--- src/rtl/spu_pkg.sv ---
// shared constants and types of the sram clock unlock host controller
`default_nettype none
package spu_pkg;
  // ****************************************************************
  // register map (byte addresses on the avalon slave)
  // ****************************************************************
  localparam logic [4:0] SPU_REG_CTRL   = 5'h00; // command pulses
  localparam logic [4:0] SPU_REG_STATUS = 5'h04; // busy, done, power fail
  localparam logic [4:0] SPU_REG_SCR    = 5'h08; // scratch address, memory write byte
  localparam logic [4:0] SPU_REG_WR_LO  = 5'h0C; // clock image to write, regs 0..3
  localparam logic [4:0] SPU_REG_WR_HI  = 5'h10; // clock image to write, regs 4..7
  localparam logic [4:0] SPU_REG_RD_LO  = 5'h14; // clock image read back, regs 0..3
  localparam logic [4:0] SPU_REG_RD_HI  = 5'h18; // clock image read back, regs 4..7
  localparam logic [4:0] SPU_REG_MEM    = 5'h1C; // last memory read byte
  // ctrl and status field positions
  localparam int SPU_CTRL_CLK_RD = 0;
  localparam int SPU_CTRL_CLK_WR = 1;
  localparam int SPU_CTRL_MEM_RD = 2;
  localparam int SPU_CTRL_MEM_WR = 3;
  localparam int SPU_ST_BUSY     = 0;
  localparam int SPU_ST_DONE     = 1;
  localparam int SPU_ST_PF_ERR   = 2;
  localparam int SPU_ST_PF_LVL   = 3;
  // reset value of the scratch register
  localparam logic [22:0] SPU_SCR_RST = 23'h00_7FFF;
  // ****************************************************************
  // unlock key: first byte sent sits in bits 7:0, each byte lsb first
  // ****************************************************************
  localparam logic [63:0] SPU_KEY      = 64'h5CA3_3AC5_5CA3_3AC5;
  localparam logic [5:0]  SPU_LAST_BIT = 6'h3F;  // 64 bits per phase
  // ****************************************************************
  // bus cycle timing
  // ****************************************************************
  localparam int CLK_PERIOD_NS = 4;
  localparam int SETUP_NS      = 10; // address setup before the strobes
  localparam int STROBE_NS     = 70; // strobe low width, covers access delays
  localparam int RECOV_NS      = 20; // write_recovery_time, strobes high
  localparam logic [4:0] SPU_SETUP_CYC  = 5'((SETUP_NS + CLK_PERIOD_NS - 1) / CLK_PERIOD_NS);
  localparam logic [4:0] SPU_STROBE_CYC = 5'((STROBE_NS + CLK_PERIOD_NS - 1) / CLK_PERIOD_NS);
  localparam logic [4:0] SPU_RECOV_CYC  = 5'((RECOV_NS + CLK_PERIOD_NS - 1) / CLK_PERIOD_NS);
  // ****************************************************************
  // carriers
  // ****************************************************************
  typedef struct packed {
    logic        is_write; // write cycle when high
    logic [14:0] addr;     // address_inputs
    logic [7:0]  wdata;    // byte driven on writes
  } spu_req_t;
  typedef struct packed {
    logic        ce_n;     // chip select, active low
    logic        oe_n;     // output enable, active low
    logic        we_n;     // write strobe, active low
    logic [14:0] addr;     // address_inputs, bit 14 is top_address_or_abort_pin
    logic [7:0]  dq;       // data out
    logic        dq_oe_n;  // low while we drive the data pins
  } spu_pins_t;
endpackage : spu_pkg
`default_nettype wire

--- src/rtl/spu_bus_cycle.sv ---
// one asynchronous sram bus cycle, read or write, on the memory pins
`default_nettype none
module spu_bus_cycle #(
  parameter logic [4:0] SETUP_CYC  = spu_pkg::SPU_SETUP_CYC,
  parameter logic [4:0] STROBE_CYC = spu_pkg::SPU_STROBE_CYC,
  parameter logic [4:0] RECOV_CYC  = spu_pkg::SPU_RECOV_CYC
) (
  // clock and reset
  input  wire logic               core_clk_i,
  input  wire logic               rst_i,
  // request side
  input  wire logic               start_i,
  input  wire logic               abort_i,
  input  wire spu_pkg::spu_req_t  req_i,
  output logic                    busy_o,
  output logic                    done_o,
  output logic [7:0]              rdata_o,
  // memory pins
  input  wire logic [7:0]         dq_i,
  output spu_pkg::spu_pins_t      pins_o
);
  import spu_pkg::*;
  // ****************************************************************
  // cycle sequencer
  // ****************************************************************
  typedef enum logic [1:0] {CY_IDLE, CY_SETUP, CY_STROBE, CY_RECOV} spu_cy_t;
  spu_cy_t     state_ff, nxt_state;  // cycle phase
  logic [4:0]  cnt_ff, nxt_cnt;      // cycles left in phase
  spu_req_t    req_ff;               // request held for the whole cycle
  logic        last;                 // final cycle of the phase

  assign last   = (cnt_ff == 5'h00);
  assign busy_o = (state_ff != CY_IDLE);

  // next phase; abort drops the strobes at once
  always_comb
  begin
    nxt_state = state_ff;
    nxt_cnt   = last ? 5'h00 : cnt_ff - 5'h01;
    case (state_ff)
      CY_IDLE:
      begin
        nxt_cnt = SETUP_CYC - 5'h01;
        if (start_i)
          nxt_state = CY_SETUP;
      end
      CY_SETUP:
        if (last)
        begin
          nxt_state = CY_STROBE;
          nxt_cnt   = STROBE_CYC - 5'h01;
        end
      CY_STROBE:
        if (last)
        begin
          nxt_state = CY_RECOV;
          nxt_cnt   = RECOV_CYC - 5'h01;
        end
      CY_RECOV:
        if (last)
          nxt_state = CY_IDLE;
      default:
        nxt_state = CY_IDLE;
    endcase
    if (abort_i)
      nxt_state = CY_IDLE;
  end

  // phase registers
  always_ff @(posedge core_clk_i)
  begin
    if (rst_i)
    begin
      state_ff <= CY_IDLE;
      cnt_ff   <= 5'h00;
    end
    else
    begin
      state_ff <= nxt_state;
      cnt_ff   <= nxt_cnt;
    end
  end

  // request latch; address stays put through setup, strobe and recovery
  always_ff @(posedge core_clk_i)
  begin
    if (rst_i)
      req_ff <= '0;
    else if (state_ff == CY_IDLE && start_i)
      req_ff <= req_i;
  end

  // ****************************************************************
  // pins, registered so no strobe glitches
  // ****************************************************************
  // select and write strobe fall and rise together, so the write window is
  // exactly the strobe phase output enable stays high on writes
  always_ff @(posedge core_clk_i)
  begin
    if (rst_i)
    begin
      pins_o <= '{ce_n: 1'b1, oe_n: 1'b1, we_n: 1'b1, addr: 15'h0000,
                  dq: 8'h00, dq_oe_n: 1'b1};
    end
    else
    begin
      pins_o.ce_n    <= !(nxt_state == CY_STROBE);
      pins_o.oe_n    <= !(nxt_state == CY_STROBE && !nxt_req().is_write);
      pins_o.we_n    <= !(nxt_state == CY_STROBE && nxt_req().is_write);
      pins_o.addr    <= nxt_req().addr;
      pins_o.dq      <= nxt_req().wdata;
      // data held through recovery as hold time after the strobe rises
      pins_o.dq_oe_n <= !(nxt_state != CY_IDLE && nxt_req().is_write);
    end
  end

  // request that the pins reflect in the coming cycle
  function automatic spu_req_t nxt_req();
    return (state_ff == CY_IDLE) ? req_i : req_ff;
  endfunction

  // read data sampled on the last strobe cycle, then a done pulse
  always_ff @(posedge core_clk_i)
  begin
    if (rst_i)
    begin
      rdata_o <= 8'h00;
      done_o  <= 1'b0;
    end
    else
    begin
      if (state_ff == CY_STROBE && last && !req_ff.is_write)
        rdata_o <= dq_i;
      done_o <= (state_ff == CY_RECOV) && last && !abort_i;
    end
  end

  // ****************************************************************
  // checks
  // ****************************************************************
  localparam int CY_MAX = 40;
endmodule : spu_bus_cycle
`default_nettype wire

--- src/rtl/spu_host_ctrl.sv ---
// host controller that unlocks and streams the clock behind an sram
//
// The implementer's own choices: the register offsets and the Avalon-MM slave port.
`default_nettype none
module spu_host_ctrl (
  // clock and reset
  input  wire logic                core_clk_i,
  input  wire logic                rst_i,
  // avalon-mm slave
  input  wire logic [4:0]          avs_address_i,
  input  wire logic                avs_read_i,
  input  wire logic                avs_write_i,
  input  wire logic [31:0]         avs_writedata_i,
  output logic [31:0]              avs_readdata_o,
  output logic                     avs_waitrequest_o,
  // memory pins and supply sense
  input  wire logic [7:0]          dq_i,
  input  wire logic                power_fail_threshold_i,
  output spu_pkg::spu_pins_t       sram_o
);
  import spu_pkg::*;
  // ****************************************************************
  // declarations
  // ****************************************************************
  typedef enum logic [2:0] {ST_IDLE, ST_MEM, ST_PTR_RD, ST_KEY, ST_XFER} spu_st_t;
  spu_st_t      st_ff;          // sequence state
  logic [5:0]   cnt_ff;         // bit index in key or data phase
  logic         op_write_ff;    // clock transfer direction, or memory direction
  logic         start_ff;       // launch one bus cycle
  logic         done_ff;        // sticky completion flag
  logic         pf_err_ff;      // sticky power fail refusal
  logic [22:0]  scr_ff;         // scratch address and memory write byte
  logic [63:0]  wr_img_ff;      // clock image to write
  logic [63:0]  rd_img_ff;      // clock image read back
  logic [7:0]   mem_rd_ff;      // last memory read byte
  logic         ack_ff;         // bus answer phase
  logic         eng_busy;       // bus cycle in progress
  logic         eng_done;       // bus cycle finished
  logic [7:0]   eng_rdata;      // byte seen on the read strobe
  logic         wr_ctrl;        // ctrl write accepted this edge
  logic         accept;         // command may start
  spu_req_t     req;            // request for the next bus cycle

  // ****************************************************************
  // avalon slave: one wait cycle, then answer
  // ****************************************************************
  assign avs_waitrequest_o = (avs_read_i || avs_write_i) && !ack_ff;
  assign wr_ctrl = avs_write_i && ack_ff && (avs_address_i == SPU_REG_CTRL);
  assign accept  = wr_ctrl && (st_ff == ST_IDLE) && !power_fail_threshold_i;

  // answer phase and read data capture
  always_ff @(posedge core_clk_i)
  begin
    if (rst_i)
    begin
      ack_ff         <= 1'b0;
      avs_readdata_o <= 32'h0000_0000;
    end
    else
    begin
      ack_ff <= (avs_read_i || avs_write_i) && !ack_ff;
      if (avs_read_i && !ack_ff)
        case (avs_address_i)
          SPU_REG_STATUS: avs_readdata_o <= {28'h000_0000, power_fail_threshold_i,
                                             pf_err_ff, done_ff, (st_ff != ST_IDLE) || eng_busy};
          SPU_REG_SCR:    avs_readdata_o <= {9'h000, scr_ff};
          SPU_REG_WR_LO:  avs_readdata_o <= wr_img_ff[31:0];
          SPU_REG_WR_HI:  avs_readdata_o <= wr_img_ff[63:32];
          SPU_REG_RD_LO:  avs_readdata_o <= rd_img_ff[31:0];
          SPU_REG_RD_HI:  avs_readdata_o <= rd_img_ff[63:32];
          SPU_REG_MEM:    avs_readdata_o <= {24'h00_0000, mem_rd_ff};
          default:        avs_readdata_o <= 32'h0000_0000; // ctrl and unmapped
        endcase
    end
  end

  // software written registers; half-image writes keep bytes whole
  always_ff @(posedge core_clk_i)
  begin
    if (rst_i)
    begin
      scr_ff    <= SPU_SCR_RST;
      wr_img_ff <= 64'h0000_0000_0000_0000;
    end
    else if (avs_write_i && ack_ff)
      case (avs_address_i)
        SPU_REG_SCR:   scr_ff            <= avs_writedata_i[22:0];
        SPU_REG_WR_LO: wr_img_ff[31:0]  <= avs_writedata_i;
        SPU_REG_WR_HI: wr_img_ff[63:32] <= avs_writedata_i;
        default:       scr_ff            <= scr_ff;
      endcase
  end

  // ****************************************************************
  // next bus cycle
  // ****************************************************************
  // one scratch address for every unlock and data cycle bit 14 is
  // held high there so the abort pin stays inactive the key byte
  // also lands in that scratch byte
  always_comb
  begin
    req = '{is_write: 1'b0, addr: {1'b1, scr_ff[13:0]}, wdata: 8'h00};
    case (st_ff)
      ST_MEM:
      begin
        req.is_write = op_write_ff;
        req.addr     = scr_ff[14:0];
        req.wdata    = scr_ff[22:15];
      end
      ST_PTR_RD:
        req.is_write = 1'b0;
      ST_KEY:
      begin
        req.is_write = 1'b1;
        req.wdata    = {7'h00, SPU_KEY[cnt_ff]};
      end
      ST_XFER:
      begin
        req.is_write = op_write_ff;
        req.wdata    = {7'h00, wr_img_ff[cnt_ff]};
      end
      default:
        req.is_write = 1'b0;
    endcase
  end

  // ****************************************************************
  // sequence: pointer read, 64 key writes, 64 data cycles
  // ****************************************************************
  // no other cycles are interleaved, so the pointer never sees a stray read
  always_ff @(posedge core_clk_i)
  begin
    if (rst_i)
    begin
      st_ff       <= ST_IDLE;
      cnt_ff      <= 6'h00;
      op_write_ff <= 1'b0;
      start_ff    <= 1'b0;
    end
    else
    begin
      start_ff <= 1'b0;
      if (power_fail_threshold_i)
        st_ff <= ST_IDLE;
      else
        case (st_ff)
          ST_IDLE:
            if (accept)
            begin
              cnt_ff   <= 6'h00;
              start_ff <= 1'b1;
              if (avs_writedata_i[SPU_CTRL_CLK_RD] || avs_writedata_i[SPU_CTRL_CLK_WR])
              begin
                st_ff       <= ST_PTR_RD;
                op_write_ff <= avs_writedata_i[SPU_CTRL_CLK_WR];
              end
              else if (avs_writedata_i[SPU_CTRL_MEM_RD] || avs_writedata_i[SPU_CTRL_MEM_WR])
              begin
                st_ff       <= ST_MEM;
                op_write_ff <= avs_writedata_i[SPU_CTRL_MEM_WR];
              end
              else
                start_ff <= 1'b0;
            end
          ST_MEM:
            if (eng_done)
              st_ff <= ST_IDLE;
          ST_PTR_RD:
            if (eng_done)
            begin
              st_ff    <= ST_KEY;
              start_ff <= 1'b1;
            end
          ST_KEY:
            if (eng_done)
            begin
              start_ff <= 1'b1;
              cnt_ff   <= cnt_ff + 6'h01;
              if (cnt_ff == SPU_LAST_BIT)
                st_ff <= ST_XFER;
            end
          ST_XFER:
            if (eng_done)
            begin
              cnt_ff <= cnt_ff + 6'h01;
              if (cnt_ff == SPU_LAST_BIT)
                st_ff <= ST_IDLE;
              else
                start_ff <= 1'b1;
            end
          default:
            st_ff <= ST_IDLE;
        endcase
    end
  end

  // read back images and status flags; completion set wins over clear
  always_ff @(posedge core_clk_i)
  begin
    if (rst_i)
    begin
      rd_img_ff <= 64'h0000_0000_0000_0000;
      mem_rd_ff <= 8'h00;
      done_ff   <= 1'b0;
      pf_err_ff <= 1'b0;
    end
    else
    begin
      if (eng_done && st_ff == ST_XFER && !op_write_ff)
        rd_img_ff[cnt_ff] <= eng_rdata[0];
      if (eng_done && st_ff == ST_MEM && !op_write_ff)
        mem_rd_ff <= eng_rdata;
      if (wr_ctrl)
      begin
        done_ff   <= 1'b0;
        pf_err_ff <= 1'b0;
      end
      if (eng_done && (st_ff == ST_MEM || (st_ff == ST_XFER && cnt_ff == SPU_LAST_BIT)))
        done_ff <= 1'b1;
      if (power_fail_threshold_i && (st_ff != ST_IDLE || wr_ctrl))
        pf_err_ff <= 1'b1;
    end
  end

  // ****************************************************************
  // bus cycle engine
  // ****************************************************************
  spu_bus_cycle u_cycle (
    .core_clk_i (core_clk_i),
    .rst_i      (rst_i),
    .start_i    (start_ff),
    .abort_i    (power_fail_threshold_i),
    .req_i      (req),
    .busy_o     (eng_busy),
    .done_o     (eng_done),
    .rdata_o    (eng_rdata),
    .dq_i       (dq_i),
    .pins_o     (sram_o)
  );
endmodule : spu_host_ctrl
`default_nettype wire

--- config.mk ---
export PLATFORM = sky130hd
export DESIGN_NAME = spu_host_ctrl
export DESIGN_NICKNAME = d
export VERILOG_FILES = /design/src/rtl/spu_pkg.sv /design/src/rtl/spu_bus_cycle.sv /design/src/rtl/spu_host_ctrl.sv
export SDC_FILE = /design/constraint.sdc
export NUM_CORES = 1
export LEC_CHECK = 0
export ABC_AREA = 1
export BUFFER_PORTS_ARGS = -buffer_cell sky130_fd_sc_hd__buf_2
export CORE_MARGIN = 5
export CORE_UTILIZATION = 50
export DETAILED_ROUTE_END_ITERATION = 8
export GPL_TIMING_DRIVEN = 0
export PLACE_DENSITY = 0.69
export REMOVE_ABC_BUFFERS = 1
export SETUP_SLACK_MARGIN = 0.4
export SLEW_MARGIN = 20
export SYNTH_ARGS = -nofsm -noshare
export SYNTH_HDL_FRONTEND = slang
export SYNTH_SLANG_ARGS = --single-unit
--- constraint.sdc ---
create_clock -name core_clk_i -period 2.9 [get_ports core_clk_i]
set_input_delay 0.29 -clock core_clk_i [delete_from_list [all_inputs] [get_ports core_clk_i]]
set_output_delay 0.29 -clock core_clk_i [all_outputs]
set_load 0.02 [all_outputs]
==> metrics <==
R2R Path Start=cnt_ff[3]$_SDFFE_PP0N_; Peak VDD IR=approximately 0.00036 V; met3 wire length=between 3000 and 4000 um; CTS buffer count=28; Hold Path Sink=wr_img_ff[47]$_SDFFE_PP0P_; Clock Path Buffers=3; drt pass-1 iters=5; library cells used by synthesis=38; Die H=roughly 160 um; Synth Register Bits=around 270; # diodes=0; status=completed; Final Wtd Congestion=slightly above 0.9; Reg2Reg Depth=10; Final Max Slew Viols=0; final clock skew=approximately 13 ps; routed length per instance=17.7 um; Final Cycle Share=between 70% and 80%; GR Overflow Total=0; core box area=about 23000 um^2; GRT Total Usage=a little over a quarter; r2r endpoint=u_cycle.pins_o[1]$_SDFF_PP0_; largest net degree at the start of global routing=90; CTS Root Cell=clkbuf_16; Synth-to-Final Area Change=15.5%; CTS Sinks=~270; first-pass GRT wire length=approximately 56000 um; post-place setup slack=-639 ps; Routed met1 length=around 16000 um; Post-synth top flop=dfxtp_1; YS warnings=0; final setup violation count=0; max cap viols=0; EDFF count, synth=0; crit path capture type=flop; reg2reg setup slack=580 ps; Vias/cell=5.61; Mapped Area=roughly 12000 um^2; critical path fanouts, max=10; Die W=roughly 160 um; total chip power=roughly 0.0078 W; RSZ-0062 raised after global routing=false; final antenna-violating net count=0; Yosys top cell area share=a little under half; Via Count=around 11000; DRT iter0 DRCs=about 1200; Avg Inst Size Synth=about 7.3 um^2; FP Rows=between 50 and 60; initial antenna violation count=0; main area contributors after synthesis=dfxtp_1, nand2_1, o21ai_0; CTS tree=done; fmax=approximately 430 MHz; vias in the first global route=around 10000; Post-Route WL=about 36000 um; Seq/Total Area, Yosys=a little under half; Fin. Hold Viols=0; Slew headroom=a little under a quarter; Cells after Synth=1620; post-synth top area cell=dfxtp_1; final core occ=between 50 and 60%; hpwl dp=23400 um; die area=around 27000 um^2; nets=approximately 1700; Lkg Pwr=~5.5 nW; crit start category=flop; CTS clk-pin slew, worst paths=around 60 ps; I/O pin total=110; top sig layer=met4; Hold/Removal Path Class=input port to flop; worst setup margin=approximately 580 ps; Initial Utilization=50.6%; post-detailed-route DRC marker count=0; worst skew pair latency=roughly 540 ps; required time of the critical path=between 3000 and 4000 ps; share of layout cells above drive strength 1=13.7%; pin slew with the least headroom to its limit=1150 ps; PortBufs=about 110; worst hold start=avs_writedata_i[15]; Cell Count, Final, Fillers Out=~2000; cell total after placement=roughly 2000; Met2 Wirelength=around 16000 um; Setup CP Type=flop to flop; H-tree depth=1; Tmin final=about 2300 ps; WHS Path Cells=3; CP arrival=approximately 2800 ps; asr flop ratio synth=0%; PwrDens=between 500 and 600 nW/um^2
[sequential cells by signal, summed over array words and instances (netlist names), named ones only]
| name | count |
|---|---|
| u_cycle.pins_o | 27 |
| u_cycle.done_o | 1 |
| rd_img_ff | 64 |
| u_cycle.cnt_ff | 5 |
| u_cycle.state_ff | 2 |
| mem_rd_ff | 8 |
| pf_err_ff | 1 |
| op_write_ff | 1 |
| start_ff | 1 |
| u_cycle.rdata_o | 8 |
| scr_ff | 23 |
| done_ff | 1 |
| cnt_ff | 6 |
| u_cycle.req_ff | 24 |
| ack_ff | 1 |
| avs_readdata_o | 32 |
| st_ff | 3 |
| wr_img_ff | 64 |
[worst max-delay path by stage]
stage | from | to | slack [ps] | cells after the start
4_1_cts | ack_ff$_SDFF_PP0_ | wr_img_ff[51]$_SDFFE_PP0P_ | 420 | 5
5_1_grt | cnt_ff[3]$_SDFFE_PP0N_ | u_cycle.pins_o[1]$_SDFF_PP0_ | 440 | 10
6_report | cnt_ff[3]$_SDFFE_PP0N_ | u_cycle.pins_o[1]$_SDFF_PP0_ | 580 | 10
3_3_place_gp | rst_i | flop | -3870 | 8
3_5_place_dp | avs_address_i[1] | wr_img_ff[3]$_SDFFE_PP0P_ | -640 | 9
2_1_floorplan | rst_i | flop | 230 | 7
[Yosys cell counts, types with 2 or more instances]
| cell type | instances |
|---|---|
| a221oi_1 | 3 |
| inv_1 | 108 |
| o21ai_0 | 177 |
| nand4_1 | 6 |
| a22oi_1 | 2 |
| nor3_1 | 126 |
| clkinv_2 | 6 |
| inv_2 | 13 |
| o211ai_1 | 35 |
| nor2_4 | 5 |
| o221ai_1 | 3 |
| a211oi_1 | 2 |
| nand2_2 | 7 |
| buf_4 | 4 |
| ha_1 | 2 |
| o21ai_1 | 24 |
| a21oi_1 | 173 |
| nand3b_1 | 3 |
| clkbuf_1 | 66 |
| nand3_2 | 3 |
| a22o_1 | 9 |
| nand3_1 | 50 |
| nand2_1 | 303 |
| nor3_2 | 6 |
| buf_2 | 19 |
| clkinv_1 | 2 |
| nand2_4 | 10 |
| dfxtp_1 | 273 |
| o2111ai_1 | 7 |
| nor2_1 | 154 |
| o22ai_1 | 4 |
| o31ai_1 | 2 |
| nor2_2 | 8 |
[routing by layer]
| layer | up-vias | GRT usage [%] |
|---|---|---|
| li1 | 5590 | - |
| met1 | 5230 | 37.2 |
| met2 | 485 | 40.4 |
| met3 | 73 | 4.54 |
| met4 | 0 | 7.82 |
| met5 | - | 0 |
[power breakdown]
group	internal [W]	total (W)	switching [W]
clock network	0.00212	0.00363	0.00150
logic	0.000121	0.000385	0.000264
registers	0.00379	0.00382	0.0000277
[layout by cell type, fill, tap and decap left out, types with 30 or more instances in the layout]
master	n
nand3_1	50
inv_1	103
o211ai_1	35
nor2_1	148
dfxtp_1	271
clkbuf_16	30
a21oi_1	173
nor3_1	125
nand2_1	302
buf_2	108
o21ai_0	177
[through the flow]
step | area (um^2) | setup TNS [ps] | hold WS, ps
global route | 13600 | 0 | 18.7
finish | 13600 | 0 | 15.7
detailed placement | 12500 | -19210 | 437
CTS | 13600 | 0 | 4.14
global placement | 12400 | -520570 | 433
floorplan | 11400 | 0 | 359
[logic make-up (layout without fill, tap and decap cells)]
family	after synthesis	in the layout	synth area share (%)
AND/OR/NAND/NOR	681	681	25.5
AO/OA/AOI/OAI	441	441	20.3
flip-flops	273	273	46.3
buffers and inverters	221	311	7.53
adder cells (fa/ha/maj)	2	2	0.212
XOR/XNOR	2	2	0.148
[what timing repair did]
action / CTS / global route
pin swaps: 0 / 0
resized for setup: 2 / 5
endpoints found under the setup margin: 34 / 80
hold buffers: 13 / 0
setup buffers: 1 / 1
endpoints found under the hold margin: 13 / 0
[worst max-delay path, cell delays in order, from the launching register on]
cell and delay (ps):
dfxtp_1 530, nand2_1 170, nor2_1 630, o21ai_0 260
nand2_1 170, nor2_1 80, nand2_1 120, nand2_1 90
nand2_1 70, nand2_1 50, nand2_1 90
[cell type report]
type | instances | area [um^2]
Tap cell | 319 | 399
Inverter | 130 | 509
Clock inverter | 8 | 70.1
Clock buffer | 43 | 860
Fill cell | 2262 | 9710
Sequential cell | 273 | 5470
Timing Repair Buffer | 130 | 830
Multi-Input combinational cell | 1126 | 5490
Note: power is estimated with default switching activity, not from simulation.
